===== config.mk =====
export PLATFORM = sky130hd
export DESIGN_NAME = tla_thermal_regs
export DESIGN_NICKNAME = d
export VERILOG_FILES = /design/src/core/tla_pkg.sv /design/src/core/tla_channel.sv /design/src/core/tla_thermal_regs.sv
export SDC_FILE = /design/constraint.sdc
export NUM_CORES = 1
export LEC_CHECK = 0
export BUFFER_PORTS_ARGS = -buffer_cell sky130_fd_sc_hd__buf_2
export CAP_MARGIN = 15
export CELL_PAD_IN_SITES_DETAIL_PLACEMENT = 1
export CELL_PAD_IN_SITES_GLOBAL_PLACEMENT = 1
export CORE_ASPECT_RATIO = 0.8
export CORE_MARGIN = 2
export CORE_UTILIZATION = 46
export DETAILED_ROUTE_END_ITERATION = 10
export GPL_TIMING_DRIVEN = 0
export HOLD_SLACK_MARGIN = 0.06
export PLACE_DENSITY = 0.87
export SYNTH_ARGS = -nofsm -noshare
export SYNTH_HDL_FRONTEND = slang
export SYNTH_HIERARCHICAL = 1
export SYNTH_SLANG_ARGS = --single-unit

===== constraint.sdc =====
create_clock -name core_clk -period 5.1 [get_ports core_clk]
set_clock_uncertainty 0.1 [all_clocks]
set_input_delay 1.02 -clock core_clk [delete_from_list [all_inputs] [get_ports core_clk]]
set_output_delay 1.02 -clock core_clk [all_outputs]
set_load 0.02 [all_outputs]

===== src/core/tla_pkg.sv =====
// Constants, types and helpers shared by the thermal limit alarm register block
package tla_pkg;

   // ==========================================================================
   // Register indices (byte address is four times the index)
   localparam int TLA_ADDR_W = 9;
   localparam int TLA_NUM_CH = 2;
   localparam logic [6:0] TLA_IDX_BANK_SEL = 7'h4E;
   localparam logic [6:0] TLA_IDX_READ_HI = 7'h50;
   localparam logic [6:0] TLA_IDX_READ_LO = 7'h51;
   localparam logic [6:0] TLA_IDX_CFG = 7'h52;
   localparam logic [6:0] TLA_IDX_HYST_HI = 7'h53;
   localparam logic [6:0] TLA_IDX_HYST_LO = 7'h54;
   localparam logic [6:0] TLA_IDX_OVT_HI = 7'h55;
   localparam logic [6:0] TLA_IDX_OVT_LO = 7'h56;
   localparam logic [6:0] TLA_IDX_EVT_STATUS = 7'h50;
   localparam logic [6:0] TLA_IDX_SMI_MASK = 7'h51;
   localparam logic [6:0] TLA_IDX_ALARM3 = 7'h53;
   localparam logic [6:0] TLA_IDX_ALARM2 = 7'h57;

   // ==========================================================================
   // Banks behind the window
   localparam logic [2:0] TLA_BANK_GLOBAL = 3'h0;
   localparam logic [2:0] TLA_BANK_CPU = 3'h1;
   localparam logic [2:0] TLA_BANK_AUX = 3'h2;
   localparam logic [2:0] TLA_BANK_EVENT = 3'h4;

   // ==========================================================================
   // Field positions
   localparam int TLA_CFG_STOP_BIT = 0;
   localparam int TLA_CFG_MODE_BIT = 1;
   localparam int TLA_CFG_FAULT_LSB = 3;
   localparam int TLA_LO_BYTE_BIT = 7;
   localparam int TLA_EVT_SB_BIT = 0;
   localparam int TLA_EVT_BAT_BIT = 1;
   localparam int TLA_EVT_FAN_BIT = 2;
   localparam int TLA_MASK_FAN_BIT = 4;
   localparam int TLA_ALARM_SB_BIT = 0;
   localparam int TLA_ALARM_BAT_BIT = 1;
   localparam int TLA_ALARM_USER_BIT = 5;
   localparam int TLA_ALARM_GLOBAL_BIT = 7;

   // ==========================================================================
   // Reset values
   localparam logic [8:0] TLA_READING_RST = 9'h000;
   localparam logic [8:0] TLA_HYST_RST = 9'h096;
   localparam logic [8:0] TLA_OVT_RST = 9'h0A0;
   localparam logic [3:0] TLA_CFG_RST = 4'h0;
   localparam logic [2:0] TLA_BANK_RST = 3'h0;
   localparam logic [2:0] TLA_STATUS_RST = 3'h0;
   localparam logic [2:0] TLA_MASK_RST = 3'h7;
   localparam logic TLA_GLOBAL_RST = 1'b1;
   localparam logic [1:0] TLA_RESP_OKAY = 2'h0;
   localparam logic [1:0] TLA_RESP_SLVERR = 2'h2;

   // ==========================================================================
   // Bus state machines
   typedef enum logic [1:0] {TLA_WR_COLLECT = 2'b01, TLA_WR_RESP = 2'b10} tla_wr_t;
   typedef enum logic [1:0] {TLA_RD_IDLE = 2'b01, TLA_RD_RESP = 2'b10} tla_rd_t;

   // Consecutive faults needed for each filter code
   function automatic logic [2:0] tla_fault_need(input logic [1:0] sel);
      logic [2:0] need;
      need = 3'h1;
      case (sel)
         2'h1: need = 3'h2;
         2'h2: need = 3'h4;
         2'h3: need = 3'h6;
         default: need = 3'h1;
      endcase
      return need;
   endfunction : tla_fault_need

   // True where a bank and index land on a register
   function automatic logic tla_mapped(input logic [2:0] bank, input logic [6:0] idx);
      logic hit;
      hit = 1'b0;
      if (idx == TLA_IDX_BANK_SEL) begin
         hit = 1'b1;
      end else if (bank == TLA_BANK_CPU || bank == TLA_BANK_AUX) begin
         hit = (idx >= TLA_IDX_READ_HI) && (idx <= TLA_IDX_OVT_LO);
      end else if (bank == TLA_BANK_EVENT) begin
         hit = (idx == TLA_IDX_EVT_STATUS) || (idx == TLA_IDX_SMI_MASK) ||
               (idx == TLA_IDX_ALARM3);
      end else if (bank == TLA_BANK_GLOBAL) begin
         hit = (idx == TLA_IDX_ALARM2);
      end
      return hit;
   endfunction : tla_mapped

endpackage : tla_pkg


===== src/core/tla_channel.sv =====
// One thermal channel: reading capture, fault filter, limit flag and alarm pin
`timescale 1ns/1ps
`default_nettype none
module tla_channel
   import tla_pkg::*;
(
   input wire logic core_clk,
   input wire logic rst_n,
   input wire logic conv_valid,
   input wire logic [8:0] conv_temp,
   input wire logic stop_monitor,
   input wire logic irq_mode,
   input wire logic [1:0] fault_sel,
   input wire logic [8:0] hyst_limit,
   input wire logic [8:0] ovt_limit,
   input wire logic status_read,
   output logic [8:0] reading,
   output logic over_temperature_output_n
);

   // ==========================================================================
   // State
   typedef struct packed {
      logic [8:0] reading;
      logic [2:0] faults;
      logic flag;
      logic latch;
      logic ovt_n;
   } tla_chan_t;

   tla_chan_t s;
   tla_chan_t next_s;
   logic [2:0] need;

   assign need = tla_fault_need(fault_sel);

   // Conversions are ignored entirely while stopped, so the filter does not age
   always_comb begin
      next_s = s;
      if (conv_valid && !stop_monitor) begin
         next_s.reading = conv_temp;
         if (conv_temp > ovt_limit) begin
            if (s.faults < need) begin
               next_s.faults = s.faults + 3'h1;
            end
            if ((s.faults + 3'h1) >= need) begin
               next_s.flag = 1'b1;
            end
         end else begin
            next_s.faults = 3'h0;
            if (conv_temp < hyst_limit) begin
               next_s.flag = 1'b0;
            end
         end
      end
      // A fresh trip in the same cycle as the status read still latches
      if (status_read) begin
         next_s.latch = 1'b0;
      end
      if (!s.flag && next_s.flag) begin
         next_s.latch = 1'b1;
      end
      next_s.ovt_n = !(irq_mode ? next_s.latch : next_s.flag);
   end

   // Register the whole state
   always_ff @(posedge core_clk) begin
      if (!rst_n) begin
         s <= '{reading: TLA_READING_RST, faults: 3'h0, flag: 1'b0, latch: 1'b0,
                ovt_n: 1'b1};
      end else begin
         s <= next_s;
      end
   end

   assign reading = s.reading;
   assign over_temperature_output_n = s.ovt_n;
endmodule : tla_channel
`default_nettype wire


===== src/core/tla_thermal_regs.sv =====
// Banked register file behind AXI4-Lite with two thermal channels and alarm logic
`timescale 1ns/1ps
`default_nettype none
// ============================================================================
// Overview of operation
// - Nine-bit reading, high byte plus half-degree bit
// - Config bits 4:3 select fault filter count
// - Config bit 1 picks comparator or interrupt
// - Config bit 0 stops channel monitoring
// - Nine-bit hysteresis limit, default 75 degrees
// - Nine-bit over-temperature limit, high resets 50h
// - Limit low bytes reset 00h, bit 7 only
// - Auxiliary channel mirrors layout in bank 2
// - Status bit 2 flags auxiliary fan warning
// - Status bits 1, 0 flag battery, standby
// - Status register read-only, bank 4, resets 00h
// - Mask bits 4, 1, 0 gate management interrupt
// - User alarm bit forces tone continuously
// - Battery and standby limits may sound tone
// - Bank select bits 2:0 map the window
// - Flag sets above limit, clears below hysteresis
// - Global tone enable defaults on, silences all
module tla_thermal_regs
   import tla_pkg::*;
(
   input wire logic core_clk,
   input wire logic rst_n,
   input wire logic s_axi_awvalid,
   output logic s_axi_awready,
   input wire logic [TLA_ADDR_W-1:0] s_axi_awaddr,
   input wire logic s_axi_wvalid,
   output logic s_axi_wready,
   input wire logic [31:0] s_axi_wdata,
   input wire logic [3:0] s_axi_wstrb,
   output logic s_axi_bvalid,
   input wire logic s_axi_bready,
   output logic [1:0] s_axi_bresp,
   input wire logic s_axi_arvalid,
   output logic s_axi_arready,
   input wire logic [TLA_ADDR_W-1:0] s_axi_araddr,
   output logic s_axi_rvalid,
   input wire logic s_axi_rready,
   output logic [31:0] s_axi_rdata,
   output logic [1:0] s_axi_rresp,
   input wire logic processor_conv_valid,
   input wire logic [8:0] processor_conv_temp,
   input wire logic auxiliary_conv_valid,
   input wire logic [8:0] auxiliary_conv_temp,
   input wire logic aux_fan_warning_event,
   input wire logic battery_limit_event,
   input wire logic standby_rail_limit_event,
   output logic processor_over_temperature_output_n,
   output logic auxiliary_over_temperature_output_n,
   output logic system_management_irq_n,
   output logic alarm_tone_output
);

   // ==========================================================================
   // State
   typedef struct packed {
      tla_wr_t wr_state;
      tla_rd_t rd_state;
      logic aw_got;
      logic w_got;
      logic [6:0] waddr;
      logic [7:0] wdata;
      logic wbyte;
      logic awready;
      logic wready;
      logic bvalid;
      logic [1:0] bresp;
      logic arready;
      logic rvalid;
      logic [7:0] rdata;
      logic [1:0] rresp;
      logic [2:0] bank;
      logic [1:0][3:0] cfg;
      logic [1:0][8:0] hyst;
      logic [1:0][8:0] ovt;
      logic [2:0] status;
      logic [2:0] mask;
      logic user_force;
      logic bat_en;
      logic sb_en;
      logic global_en;
      logic smi_n;
      logic tone;
   } tla_regs_t;

   tla_regs_t s;
   tla_regs_t next_s;
   logic [6:0] ri;
   logic rc;
   logic wc;
   logic rd_hs;
   logic do_write;
   logic [7:0] rd_val;
   logic [1:0] chan_status_read;
   logic clr_status;
   logic [1:0] conv_valid_v;
   logic [1:0][8:0] conv_temp_v;
   logic [1:0][8:0] reading_v;
   logic [1:0] ovt_n_v;

   assign conv_valid_v = {auxiliary_conv_valid, processor_conv_valid};
   assign conv_temp_v = {auxiliary_conv_temp, processor_conv_temp};

   // ==========================================================================
   // Thermal channels: index 0 is the processor, 1 the auxiliary sensor
   genvar ch;
   generate
      for (ch = 0; ch < TLA_NUM_CH; ch++) begin : g_chan
         tla_channel u_chan (
            .core_clk(core_clk),
            .rst_n(rst_n),
            .conv_valid(conv_valid_v[ch]),
            .conv_temp(conv_temp_v[ch]),
            .stop_monitor(s.cfg[ch][TLA_CFG_STOP_BIT]),
            .irq_mode(s.cfg[ch][TLA_CFG_MODE_BIT]),
            .fault_sel(s.cfg[ch][3:2]),
            .hyst_limit(s.hyst[ch]),
            .ovt_limit(s.ovt[ch]),
            .status_read(chan_status_read[ch]),
            .reading(reading_v[ch]),
            .over_temperature_output_n(ovt_n_v[ch])
         );
      end
   endgenerate

   // ==========================================================================
   // Read decode; the bank in force at the address handshake picks the target
   always_comb begin
      ri = s_axi_araddr[8:2];
      rc = (s.bank == TLA_BANK_AUX);
      rd_hs = s_axi_arvalid && s.arready;
      rd_val = 8'h00;
      chan_status_read = 2'b00;
      clr_status = 1'b0;
      if (ri == TLA_IDX_BANK_SEL) begin
         rd_val[2:0] = s.bank;
      end else if (s.bank == TLA_BANK_CPU || s.bank == TLA_BANK_AUX) begin
         case (ri)
            TLA_IDX_READ_HI: rd_val = reading_v[rc][8:1];
            TLA_IDX_READ_LO: rd_val[TLA_LO_BYTE_BIT] = reading_v[rc][0];
            TLA_IDX_CFG: begin
               rd_val[TLA_CFG_FAULT_LSB +: 2] = s.cfg[rc][3:2];
               rd_val[TLA_CFG_MODE_BIT] = s.cfg[rc][TLA_CFG_MODE_BIT];
               rd_val[TLA_CFG_STOP_BIT] = s.cfg[rc][TLA_CFG_STOP_BIT];
               chan_status_read[rc] = rd_hs;
            end
            TLA_IDX_HYST_HI: rd_val = s.hyst[rc][8:1];
            TLA_IDX_HYST_LO: rd_val[TLA_LO_BYTE_BIT] = s.hyst[rc][0];
            TLA_IDX_OVT_HI: rd_val = s.ovt[rc][8:1];
            TLA_IDX_OVT_LO: rd_val[TLA_LO_BYTE_BIT] = s.ovt[rc][0];
            default: rd_val = 8'h00;
         endcase
      end else if (s.bank == TLA_BANK_EVENT) begin
         case (ri)
            TLA_IDX_EVT_STATUS: begin
               rd_val[2:0] = s.status;
               clr_status = rd_hs;
            end
            TLA_IDX_SMI_MASK: begin
               rd_val[TLA_MASK_FAN_BIT] = s.mask[2];
               rd_val[1:0] = s.mask[1:0];
            end
            TLA_IDX_ALARM3: begin
               rd_val[TLA_ALARM_USER_BIT] = s.user_force;
               rd_val[TLA_ALARM_BAT_BIT] = s.bat_en;
               rd_val[TLA_ALARM_SB_BIT] = s.sb_en;
            end
            default: rd_val = 8'h00;
         endcase
      end else if (s.bank == TLA_BANK_GLOBAL && ri == TLA_IDX_ALARM2) begin
         rd_val[TLA_ALARM_GLOBAL_BIT] = s.global_en;
      end
   end

   // ==========================================================================
   // Next state: bus channels, register writes, event capture and outputs
   always_comb begin
      next_s = s;
      wc = (s.bank == TLA_BANK_AUX);
      do_write = 1'b0;
      // Write address and data are taken independently, in either order
      unique case (s.wr_state)
         TLA_WR_COLLECT: begin
            if (s_axi_awvalid && s.awready) begin
               next_s.aw_got = 1'b1;
               next_s.waddr = s_axi_awaddr[8:2];
               next_s.awready = 1'b0;
            end
            if (s_axi_wvalid && s.wready) begin
               next_s.w_got = 1'b1;
               next_s.wdata = s_axi_wdata[7:0];
               next_s.wbyte = s_axi_wstrb[0];
               next_s.wready = 1'b0;
            end
            if (next_s.aw_got && next_s.w_got) begin
               do_write = next_s.wbyte && tla_mapped(s.bank, next_s.waddr);
               next_s.bresp = tla_mapped(s.bank, next_s.waddr) ? TLA_RESP_OKAY
                                                               : TLA_RESP_SLVERR;
               next_s.bvalid = 1'b1;
               next_s.aw_got = 1'b0;
               next_s.w_got = 1'b0;
               next_s.wr_state = TLA_WR_RESP;
            end
         end
         TLA_WR_RESP: begin
            if (s_axi_bready) begin
               next_s.bvalid = 1'b0;
               next_s.awready = 1'b1;
               next_s.wready = 1'b1;
               next_s.wr_state = TLA_WR_COLLECT;
            end
         end
      endcase
      // Register writes; writes to read-only locations are dropped quietly
      if (do_write) begin
         if (next_s.waddr == TLA_IDX_BANK_SEL) begin
            next_s.bank = next_s.wdata[2:0];
         end else if (s.bank == TLA_BANK_CPU || s.bank == TLA_BANK_AUX) begin
            case (next_s.waddr)
               TLA_IDX_CFG: begin
                  // Reserved bits are not stored and read back as zero
                  next_s.cfg[wc] = {next_s.wdata[TLA_CFG_FAULT_LSB +: 2],
                                    next_s.wdata[TLA_CFG_MODE_BIT],
                                    next_s.wdata[TLA_CFG_STOP_BIT]};
               end
               TLA_IDX_HYST_HI: next_s.hyst[wc][8:1] = next_s.wdata;
               TLA_IDX_HYST_LO: next_s.hyst[wc][0] = next_s.wdata[TLA_LO_BYTE_BIT];
               TLA_IDX_OVT_HI: next_s.ovt[wc][8:1] = next_s.wdata;
               TLA_IDX_OVT_LO: next_s.ovt[wc][0] = next_s.wdata[TLA_LO_BYTE_BIT];
               default: next_s.bank = s.bank;
            endcase
         end else if (s.bank == TLA_BANK_EVENT) begin
            if (next_s.waddr == TLA_IDX_SMI_MASK) begin
               next_s.mask = {next_s.wdata[TLA_MASK_FAN_BIT], next_s.wdata[1:0]};
            end else if (next_s.waddr == TLA_IDX_ALARM3) begin
               next_s.user_force = next_s.wdata[TLA_ALARM_USER_BIT];
               next_s.bat_en = next_s.wdata[TLA_ALARM_BAT_BIT];
               next_s.sb_en = next_s.wdata[TLA_ALARM_SB_BIT];
            end
         end else if (next_s.waddr == TLA_IDX_ALARM2) begin
            next_s.global_en = next_s.wdata[TLA_ALARM_GLOBAL_BIT];
         end
      end
      // Read channel answers one cycle after the address is taken
      unique case (s.rd_state)
         TLA_RD_IDLE: begin
            if (rd_hs) begin
               next_s.rdata = rd_val;
               next_s.rresp = tla_mapped(s.bank, ri) ? TLA_RESP_OKAY : TLA_RESP_SLVERR;
               next_s.rvalid = 1'b1;
               next_s.arready = 1'b0;
               next_s.rd_state = TLA_RD_RESP;
            end
         end
         TLA_RD_RESP: begin
            if (s_axi_rready) begin
               next_s.rvalid = 1'b0;
               next_s.arready = 1'b1;
               next_s.rd_state = TLA_RD_IDLE;
            end
         end
      endcase
      // Status clears on read, but an event in the same cycle is kept
      if (clr_status) begin
         next_s.status = TLA_STATUS_RST;
      end
      next_s.status[TLA_EVT_FAN_BIT] = next_s.status[TLA_EVT_FAN_BIT] |
                                       aux_fan_warning_event;
      next_s.status[TLA_EVT_BAT_BIT] = next_s.status[TLA_EVT_BAT_BIT] |
                                       battery_limit_event;
      next_s.status[TLA_EVT_SB_BIT] = next_s.status[TLA_EVT_SB_BIT] |
                                      standby_rail_limit_event;
      next_s.smi_n = !(|(next_s.status & ~next_s.mask));
      // Tone follows live limit levels, so reading the status does not mute it
      next_s.tone = next_s.global_en && (next_s.user_force ||
                    (next_s.bat_en && battery_limit_event) ||
                    (next_s.sb_en && standby_rail_limit_event));
   end

   // ==========================================================================
   // State register
   always_ff @(posedge core_clk) begin
      if (!rst_n) begin
         s <= '{wr_state: TLA_WR_COLLECT, rd_state: TLA_RD_IDLE, awready: 1'b1,
                wready: 1'b1, arready: 1'b1, bank: TLA_BANK_RST,
                cfg: {TLA_CFG_RST, TLA_CFG_RST}, hyst: {TLA_HYST_RST, TLA_HYST_RST},
                ovt: {TLA_OVT_RST, TLA_OVT_RST}, status: TLA_STATUS_RST,
                mask: TLA_MASK_RST, global_en: TLA_GLOBAL_RST, smi_n: 1'b1,
                default: '0};
      end else begin
         s <= next_s;
      end
   end

   // Outputs straight from the state register
   assign s_axi_awready = s.awready;
   assign s_axi_wready = s.wready;
   assign s_axi_bvalid = s.bvalid;
   assign s_axi_bresp = s.bresp;
   assign s_axi_arready = s.arready;
   assign s_axi_rvalid = s.rvalid;
   assign s_axi_rdata = {24'h000000, s.rdata};
   assign s_axi_rresp = s.rresp;
   assign processor_over_temperature_output_n = ovt_n_v[0];
   assign auxiliary_over_temperature_output_n = ovt_n_v[1];
   assign system_management_irq_n = s.smi_n;
   assign alarm_tone_output = s.tone;
endmodule : tla_thermal_regs
`default_nettype wire


======== After elaboration in Yosys (flattened, before gate mapping) ========
Index checks and enable logic that the tools add are counted.
storage, ports and cells
  register bits ........................... 128
  bits of input ports ..................... 84
  output and inout bits ................... 45
  logic and storage cells ................. 266
cells by class
  add/sub/neg operators ................... 2
  magnitude comparators ................... 14
  eq/ne operators ......................... 43
  multiplexer cells ....................... 114
  bitwise operators ....................... 7
  reduce and logical (&&, ||, !) cells .... 46
operators with widths
  cell                count
  $eq 7x7->1 const B  22
  $mux 9              9
  $bwmux 18           4
  $pmux 18 s2         2
  $mux 1              45
  $mux 7              5
  $mux 3              10
  $mux 2              11
  $mux 4              5
  $demux 9 s1         2
  $gt 9x9->1          2
  $lt 9x9->1          2
  $pmux 3 s3          2
  $reduce_and 2->1    9
  $logic_and 1x1->1   16
  $mux 16             1
  $ne 2x2->1 const B  8
  $pmux 2 s4          2
  $ge 7x7->1 const B  2
  $le 7x7->1 const B  2
  $eq 2x2->1 const B  6
  $mux 12             1
  $mux 6              2
  $pmux 2 s2          3
  29 further kinds    53

======== Depth between registers and ports, before layout ========
Gate-level depths: netlist (run 1).
  depth after elaboration ................. 19
  depth in mapped cells ................... 10
  gate-level depth less buffers ........... 8

======== Cells and area by module ========
Netlist (run 1), hierarchy kept.
by module, submodules not included
  module            times used  cells each  area an instance (um2)  sequential area each (um2)
  tla_thermal_regs  1           584         5033.6                  1901.8
  tla_channel       2           159         1277.5                  300.3

======== Worst setup path before layout (run 1) ========
No wires, ideal clock.
  path type ............................... input to register
  from .................................... input port s_axi_awaddr[4]
  to ...................................... register s[50] in the netlist's numbering
  setup time .............................. 0.128 ns
  arrival ................................. 2.797 ns
  data required time ...................... 4.872 ns
  slack ................................... 2.076 ns
  stages on the path ...................... 9
  buffers on the path ..................... 2
  cell sequence ........................... buf_6 -> and3_1 -> a2111oi_4 -> o32ai_2 -> nand2b_1 -> or4_4 -> buf_6 -> mux2i_1 -> nor2_1
between the ends
  word-level cells in the longest chain between the ends .. 14
  elaborated cells on any way between the ends .. 26
  classes of those cells .................. order compare (2); eq/ne (7); mux (11); bitwise (1); reduce/logical (5)
ends and longest elaborated chain
  element                                              line                     text
  start: declaration                                   tla_thermal_regs.sv:30   input wire logic [TLA_ADDR_W-1:0] s_axi_awaddr,
  $mux 7 *                                             tla_thermal_regs.sv:188  if (s_axi_awvalid && s.awready) begin
  $mux 7 *                                             tla_thermal_regs.sv:186  unique case (s.wr_state)
  branches (longest 11 deep; another with $ge 7x7->1)  -
  $reduce_and 4->1 (no source line) *                  -
  end signal: assignment                               tla_thermal_regs.sv:288  s <= '{wr_state: TLA_WR_COLLECT, rd_state: TLA_RD_IDLE, awready: 1'b1,
  end signal: assignment                               tla_thermal_regs.sv:295  s <= next_s;
  end: declaration                                     tla_thermal_regs.sv:90   tla_regs_t s;
Every way passes the cells marked *. The select of a mux whose other input is x is not followed.
A chain may end at the register's enable or synchronous reset.

======== Worst setup path after layout (run 1) ========
  from .................................... input port s_axi_araddr[5]
  to ...................................... register s, in the netlist s_axi_rdata[0]
between the ends
  word-level cells in the longest chain between the ends .. 5
  elaborated cells on any way between the ends .. 11
  classes of those cells .................. eq/ne (6); mux (5)
ends and longest elaborated chain
  element                        line                                              text
  start: declaration             tla_thermal_regs.sv:40                            input wire logic [TLA_ADDR_W-1:0] s_axi_araddr,
  $eq 7x7->1 (on tied branches)  tla_thermal_regs.sv:142, tla_thermal_regs.sv:158
  $pmux 2 s3                     tla_thermal_regs.sv:158                           case (ri)
  $mux 6                         tla_thermal_regs.sv:157                           end else if (s.bank == TLA_BANK_EVENT) begin
  $mux 8                         tla_thermal_regs.sv:141                           end else if (s.bank == TLA_BANK_CPU || s.bank == TLA_BANK_AUX) begin
  $mux 3 *                       tla_thermal_regs.sv:139                           if (ri == TLA_IDX_BANK_SEL) begin
Every way passes the cells marked *; elsewhere a longest branch is shown, timed or not.

==> impl_metrics.toml, run 1 <==
[worst_setup_path]
cp-start-kind = "input port"
timing.rr.start = "s[58]"
timing.critical_path.required_ns = 5.35
critical-path-slowest-cell = "clkbuf_1"
cp_cell_sequence = "buf_2, nor4bb_1, and3_1, clkbuf_1, clkbuf_1, a221oi_1, o21ai_0, a21oi_1, nor3_1"
path_max_fanout = 10
critical_path.most_common_cell = "clkbuf_1"
critical_path_max_stage_delay_ns = 0.57
crit_path_start = "s_axi_araddr[5]"
cp.buffers_inverters = 3
timing.setup.critical_path_class = "in -> reg"
cell_family_with_most_cp_delay = "buffers and inverters"
endpoint_kind = "flip-flop"
timing.critical_path.arrival_ns = 3.70

[clocking]
cts-resized-gates = 0
path_clk_slew_ns = 0.06
cts.htree.levels = 4
clock_tree_from_tritoncts = "yes"
post_cts_hold_buffer_count = 0
ctsRootBufferMaster = "clkbuf_16"
clock_sink_count = 125
cts.repair_timing.setup_buffer_count = 0
ctsLongestPathBuffers = 2
clkLatencyLatePin_ns = 0.44
tritoncts.num_buffers = 17

[synthesis]
synthMuxAreaShare = 0.08640
post_synth_top_flop = "dfxtp_1"
main_combinational_cell_family_by_area_after_synthesis = "simple AND/OR/NAND/NOR gates"
async_flop_share = 0
synth.top_cells.by_area = "dfxtp_1, ha_1, nand2_1, mux2i_1, buf_4"
synth_fa_ha_area_frac = 0.07914
synthXorXnorAreaFrac = 0.004617
post_synth_instance_area_sq_mm = 0.007589
synth.top_cell.area_share = 0.3298
synth_top_cell_by_area = "dfxtp_1"
synthCells = 902
synth.yosys.seq_area_share = 0.3298
ys_types = 71
synth_enable_flop_cells = 0
total_number_of_yosys_warnings = 6
mean_cell_area_of_the_mapped_netlist_sq_um = 8.413
synth_simple_gate_area_share = 0.2023
fraction_of_the_mapped_netlist_area_in_compound_gates = 0.1843
synth_seq_cells = 125

[placed_design]
dp_hpwl_microns = 19700
numPortBuffers = 69
finalWeightedCongestion = 0.9511

[power_and_ir_drop]
p_per_area_mw_per_mm2 = 314.7
leakagePower_nw = 3.954
max-vdd-ir-drop_mv = 0.2436

[floorplanning]
floorplan.die.width_microns = 147.6
num_io_pins = 129
core-area_sq_mm = 0.01595
die_area_sq_mm = 0.01755
dieHeight_microns = 118.9
initial_utilization = 0.4756
floorplan.rows = 41

[detailed_routing]
post_detailed_route_count_of_antenna_violating_nets = 0
via_count = 7324
drc = 0
wl_per_cell_microns = 21.30
dr.pass1.iters = 6
wl_microns = 26520
viasPerCell = 5.883
detailed_router_s_first_iteration_violation_count = 656

[cells_and_area]
seq_area_sq_mm = 0.002502
final_layout_size_suffix_gt1_frac = 0.2126
layout_commonest_cell = "dfxtp_1"
nFillCells = 1968
relative_area_change_from_synthesis_to_final_layout_pct = 17.99
final_nets = 1149
multiInputGateArea_sq_mm = 0.004323
final_cell_mix = "dfxtp_1, nand2_1, buf_2, inv_1"
num_antenna_cells = 0

[grt]
first_global_vias = 7448
wire_length_of_the_first_global_routing_pass_microns = 41540
pin_count_of_the_biggest_net_entering_global_routing = 17
antenna_found_initial = 0
grt_overflow_total = 0
grtUsageTotal = 0.3063

[timing]
relSlewSlack = 0.4029
timing.final.hold_violations = 0
setup_viol_count_final = 0
final.min_clock_period_ns = 3.444
max_freq_ghz = 0.2903
timing.final.max_slew_violations = 0
timing_worst_slew_pin_value_ns = 0.8875
final.setup.tns_ns = 0
setup_repair_after_global_routing_missed_its_margin = "false"
final_worst_path_period_share = 0.6754
whs_ns = 0.3611

[job]
cap_viol_max_count = 0

[run_status]
outcome = "completed"

[worst_hold_path]
hold_wc_startpoint = "g_chan[1].u_chan/reading[0]"
hold_path_class = "reg -> reg"
-- metrics by stage --
step,setup WS (ns),utilization,instances,area [sq um],total power [mW]
floorplan,2.076,-,927,7682,1.347
global placement,1.106,0.5200,1211,8297,1.467
detailed placement,1.403,0.5208,1213,8309,1.486
CTS,1.794,0.5612,1245,8954,2.812
global route,1.575,0.5612,1245,8954,2.912
finish,1.656,0.5612,1245,8954,2.818
-- state kept, by name, summed over array words and instances (netlist names), 2 cells and up --
signal,flops
s,79
g_chan.u_chan/reading,18
g_chan.u_chan/s,10
s_axi_rdata,8
g_chan.u_chan/over_temperature_output_n,2
-- cell type report --
type,count,share of cell area
multi-input cells,638,0.4828
repair buffers,71,0.03997
flip-flops and latches,125,0.2795
plain buffers,94,0.06638
inverters,70,0.02935
well taps,215,0.03004
clock inverters,10,0.01789
clock buffers,22,0.05408
-- final timing paths --
kind,to,slack [ns],cells after the start
setup reg to reg,s_axi_rdata[1],2.11,9
hold reg to reg,g_chan[1].u_chan/reading[0],0.36,2
hold / removal,g_chan[1].u_chan/reading[0],0.36,2
setup / recovery,s_axi_rdata[0],1.66,9
-- logic make-up (layout without fill, tap and decap cells) --
kind of cell             after synthesis  count (layout)
AO/OA/AOI/OAI                        194             194
XOR/XNOR                               4               4
adder cells (fa/ha/maj)               48              48
buffers and inverters                164             267
flip-flops                           125             125
multiplexers                          63              63
other                                  1              26
AND/OR/NAND/NOR                      303             303
-- report_power, final --
group          switching (mW)  leakage [nW]  internal [mW]
sequential             0.0327          1.02           1.02
combinational           0.268          2.62          0.158
clock                   0.470         0.316          0.868
total                   0.771          3.95           2.05
-- Yosys cell counts, types with 8 or more instances --
cell and instances:
nand4_1 11, nand3_1 19, a31oi_1 12, a22oi_1 9, a221oi_1 10, inv_1 70, dfxtp_1 125, mux2_2 20
nor3_1 13, buf_4 57, ha_1 48, and2_1 12, nand2_1 118, clkbuf_1 29, nor2_1 58, and3_1 8
mux2i_1 43, o21ai_0 37, a31o_2 11, nand2b_1 13, a21oi_1 54
-- routing by layer --
metal | share of wire | GRT usage | wire length, microns
met1 | 0.45 | 0.4299 | 12050
met2 | 0.44 | 0.4648 | 11640
met3 | 0.090 | 0.07816 | 2399
met4 | 0.016 | 0.08714 | 427
met5 | 0 | 0 | 0
-- worst min-delay path: stages, from the launching register on --
cell and delay (ns):
dfxtp_1 0.31, nand2_1 0.05, a21oi_1 0.05
No activity file was read; power rests on OpenSTA's default activity.
==> run 2: changes to the inputs <==
--- a/config.mk
+++ b/config.mk
@@ -5,17 +5,18 @@
 export SDC_FILE = /design/constraint.sdc
 export NUM_CORES = 1
 export LEC_CHECK = 0
+export ABC_AREA = 1
 export BUFFER_PORTS_ARGS = -buffer_cell sky130_fd_sc_hd__buf_2
 export CAP_MARGIN = 15
 export CELL_PAD_IN_SITES_DETAIL_PLACEMENT = 1
 export CELL_PAD_IN_SITES_GLOBAL_PLACEMENT = 1
 export CORE_ASPECT_RATIO = 0.8
 export CORE_MARGIN = 2
-export CORE_UTILIZATION = 46
+export CORE_UTILIZATION = 40
 export DETAILED_ROUTE_END_ITERATION = 10
 export GPL_TIMING_DRIVEN = 0
 export HOLD_SLACK_MARGIN = 0.06
-export PLACE_DENSITY = 0.87
+export PLACE_DENSITY = 0.81
 export SYNTH_ARGS = -nofsm -noshare
 export SYNTH_HDL_FRONTEND = slang
 export SYNTH_HIERARCHICAL = 1
==> constraint.sdc (replaced) <==
create_clock -name core_clk -period 3.3 [get_ports core_clk]
set_clock_uncertainty 0.1 [all_clocks]
set_input_delay 0.66 -clock core_clk [delete_from_list [all_inputs] [get_ports core_clk]]
set_output_delay 0.66 -clock core_clk [all_outputs]
set_load 0.02 [all_outputs]
==> run 2 against run 1 <==
Utilization shrank 8.7 points; via count grew 12%; non-clock buffer count shrank 9; combinational power grew 120%; clock power grew 43%; largest cell class unchanged.
==> impl_metrics.toml, run 2 <==
[run_status]
outcome = "completed"

[power_and_ir_drop]
internal_power_mw = 3.091
max-vdd-ir-drop_mv = 0.1994
net-switching-power_mw = 1.402
switching_share = 0.3121
pwr-share-clk = 0.427
p_per_area_mw_per_mm2 = 482.6
pwr-share-seq = 0.368
leakagePower_nw = 4.697
portion_of_total_power_attributed_to_combinational_logic = 0.205

[cells_and_area]
num_antenna_cells = 0
layout_commonest_cell = "nand2_1"
relative_area_change_from_synthesis_to_final_layout_pct = 17.37
nFillCells = 2667
final_cell_mix = "nand2_1, inv_1, nor2_1, dfxtp_1, nand3_1"
final_layout_size_suffix_gt1_frac = 0.1631
largest_register_ff_count = 79
registers.top_by_ff_count = "s"
stdcell_count = 1613
final_nets = 1468

[detailed_routing]
drc = 0
met2_wirelength_microns = 11730
wl_microns = 27320
via_count = 8207
routedLengthMet1_microns = 13290
detailed_router_s_first_iteration_violation_count = 567
post_detailed_route_count_of_antenna_violating_nets = 0
top_layer_used = "met4"
viasPerCell = 5.088
wl_met3_microns = 1799
dr.pass1.iters = 5
wl_per_cell_microns = 16.93

[synthesis]
netlist_top_cells_count = "nand2_1, inv_1, nor2_1"
synth.yosys.seq_area_share = 0.3155
main_combinational_cell_family_by_area_after_synthesis = "simple AND/OR/NAND/NOR gates"
synthMuxAreaShare = 0
total_number_of_yosys_warnings = 6
synth_top_cell_by_area = "dfxtp_1"
synthXorXnorAreaFrac = 0.002208
synthCells = 1221
synth_fa_ha_area_frac = 0.07571
post_synth_top_flop = "dfxtp_1"
synth.top_cells.by_area = "dfxtp_1, nand2_1, ha_1, inv_1, nor2_1"
ys_types = 41
synth_seq_cells = 125
fraction_of_the_mapped_netlist_area_in_compound_gates = 0.09606
async_flop_share = 0
synth_simple_gate_area_share = 0.3584
post_synth_instance_area_sq_mm = 0.007933
synth.top_cell.area_share = 0.3155
synth_enable_flop_cells = 0
synth.most_common_cell = "nand2_1"
mean_cell_area_of_the_mapped_netlist_sq_um = 6.497

[clocking]
path_clk_slew_ns = 0.06
clock_tree_from_tritoncts = "yes"
ctsRootBufferMaster = "clkbuf_16"
clkLatencyLatePin_ns = 0.43
cts.htree.levels = 4
ctsLongestPathBuffers = 2
cts.repair_timing.setup_buffer_count = 0
cts-resized-gates = 0
post_cts_hold_buffer_count = 0
tritoncts.num_buffers = 17
clock_sink_count = 125

[worst_setup_path]
critical_path.most_common_cell = "inv_1"
r2r.worst_path.cells = 12
critical-path-slowest-cell = "o21ai_0"
crit_path_start = "s[97]"
timing.setup.critical_path_class = "reg -> reg"
critical_path_max_stage_delay_ns = 0.63
cp-start-kind = "flip-flop"
timing.critical_path.required_ns = 3.53
cp_cell_sequence = "inv_2, nand2_1, buf_2, nor2_1, buf_2, inv_1, o21ai_0, inv_1, o21ai_1, nand3_1, nand2_1, inv_1"
cell_family_with_most_cp_delay = "buffers and inverters"
path_max_fanout = 10
setup.reg_to_reg.worst_slack_ns = 0.46
cp.buffers_inverters = 6
timing.rr.start = "s[97]"
reg2reg_to = "alarm_tone_output"
timing.critical_path.arrival_ns = 3.07
endpoint_kind = "flip-flop"

[placed_design]
finalWeightedCongestion = 0.9261
numPortBuffers = 71
placedCellCount = 1581
dp_hpwl_microns = 21220

[timing]
final.min_clock_period_ns = 2.842
relSlewSlack = 0.4457
timing.final.hold_violations = 0
max_freq_ghz = 0.3518
final_worst_path_period_share = 0.8613
timing.final.max_slew_violations = 0
timing_worst_slew_pin_value_ns = 0.8228
final.setup.tns_ns = 0
setup_repair_after_global_routing_missed_its_margin = "false"
setup_viol_count_final = 0

[worst_hold_path]
worstHoldPathCells = 2
hold_path_class = "reg -> reg"
hold_wc_startpoint = "s_axi_rvalid"
whs_endpoint = "s_axi_rvalid"

[grt]
pin_count_of_the_biggest_net_entering_global_routing = 17
antenna_found_initial = 0
grt_overflow_total = 0
first_global_vias = 8177
wire_length_of_the_first_global_routing_pass_microns = 43370
grtUsageTotal = 0.2678

[floorplanning]
dieHeight_microns = 130.0
floorplan.die.width_microns = 161.4
initial_utilization = 0.4042
floorplan.rows = 46
core-area_sq_mm = 0.01963
die_area_sq_mm = 0.02098
num_io_pins = 129

[job]
cap_viol_max_count = 0
## run 2: changes by cell type after synthesis, moves of 28 or more
cell / previous run / this run
nand2_1: 118 / 322
nor2_1: 58 / 154
inv_1: 70 / 159
nand3_1: 19 / 90
mux2i_1: 43 / 0
o21ai_0: 37 / 65
## run 2: how the worst max path moves through the flow
stage                     slack, ns  depth (start not counted)                       to
final                          0.46                         12        alarm_tone_output
after global placement         0.22                         11  system_management_irq_n
after CTS                      0.24                         12  system_management_irq_n
after detailed placement       0.16                         11  system_management_irq_n
after floorplan                0.91                         16                    s[33]
after global routing           0.30                         11        alarm_tone_output
## run 2: routing by layer
metal	vias up	track usage
met3	34	0.05499
met4	0	0.07878
met2	250	0.4196
li1	4031	-
met5	-	0
met1	3892	0.3739
## run 2: power groups by stage
stage | logic (mW) | clock network (mW) | registers (mW)
2_1_floorplan | 0.623 | 0 | 1.68
3_3_place_gp | 0.872 | 0 | 1.68
3_5_place_dp | 0.904 | 0 | 1.68
4_1_cts | 0.916 | 1.94 | 1.65
5_1_grt | 1.03 | 2.02 | 1.66
6_report | 0.920 | 1.92 | 1.65
## run 2: worst register-to-register path: stages (launching register included)
cell and delay [ns]:
dfxtp_1 0.32, inv_2 0.06, nand2_1 0.12, buf_2 0.24, nor2_1 0.13, buf_2 0.21, inv_1 0.17, o21ai_0 0.63
inv_1 0.29, o21ai_1 0.25, nand3_1 0.11, nand2_1 0.07, inv_1 0.04
## run 2: layout make-up
cell class                      instances  area [sq um]  area share
Tap cell                              264         330.3     0.03548
Multi-Input combinational cell        865          4320      0.4641
Clock inverter                         14         168.9     0.01814
Sequential cell                       125          2502      0.2688
Clock buffer                           18         429.2     0.04610
Buffer                                 85         561.8     0.06034
Timing Repair Buffer                   71         355.3     0.03817
Inverter                              171         641.9     0.06894
## run 2: cell families after synthesis
family,after synthesis
AO/OA/AOI/OAI,141
flip-flops,125
adder cells (fa/ha/maj),48
other,1
AND/OR/NAND/NOR,648
buffers and inverters,256
XOR/XNOR,2
## run 2: stage by stage
stage	instance area [sq um]	utilization	power, mW	hold slack (ns)	worst slack [ns]
6_report	9310	0.4744	4.493	0.3616	0.4577
5_1_grt	9310	0.4744	4.721	0.3859	0.2994
4_1_cts	9310	0.4744	4.514	0.3669	0.2363
3_5_place_dp	8712	0.4439	2.588	0.3578	0.1630
3_3_place_gp	8712	0.4439	2.553	0.3476	0.2169
2_1_floorplan	8026	-	2.308	0.3398	0.9144
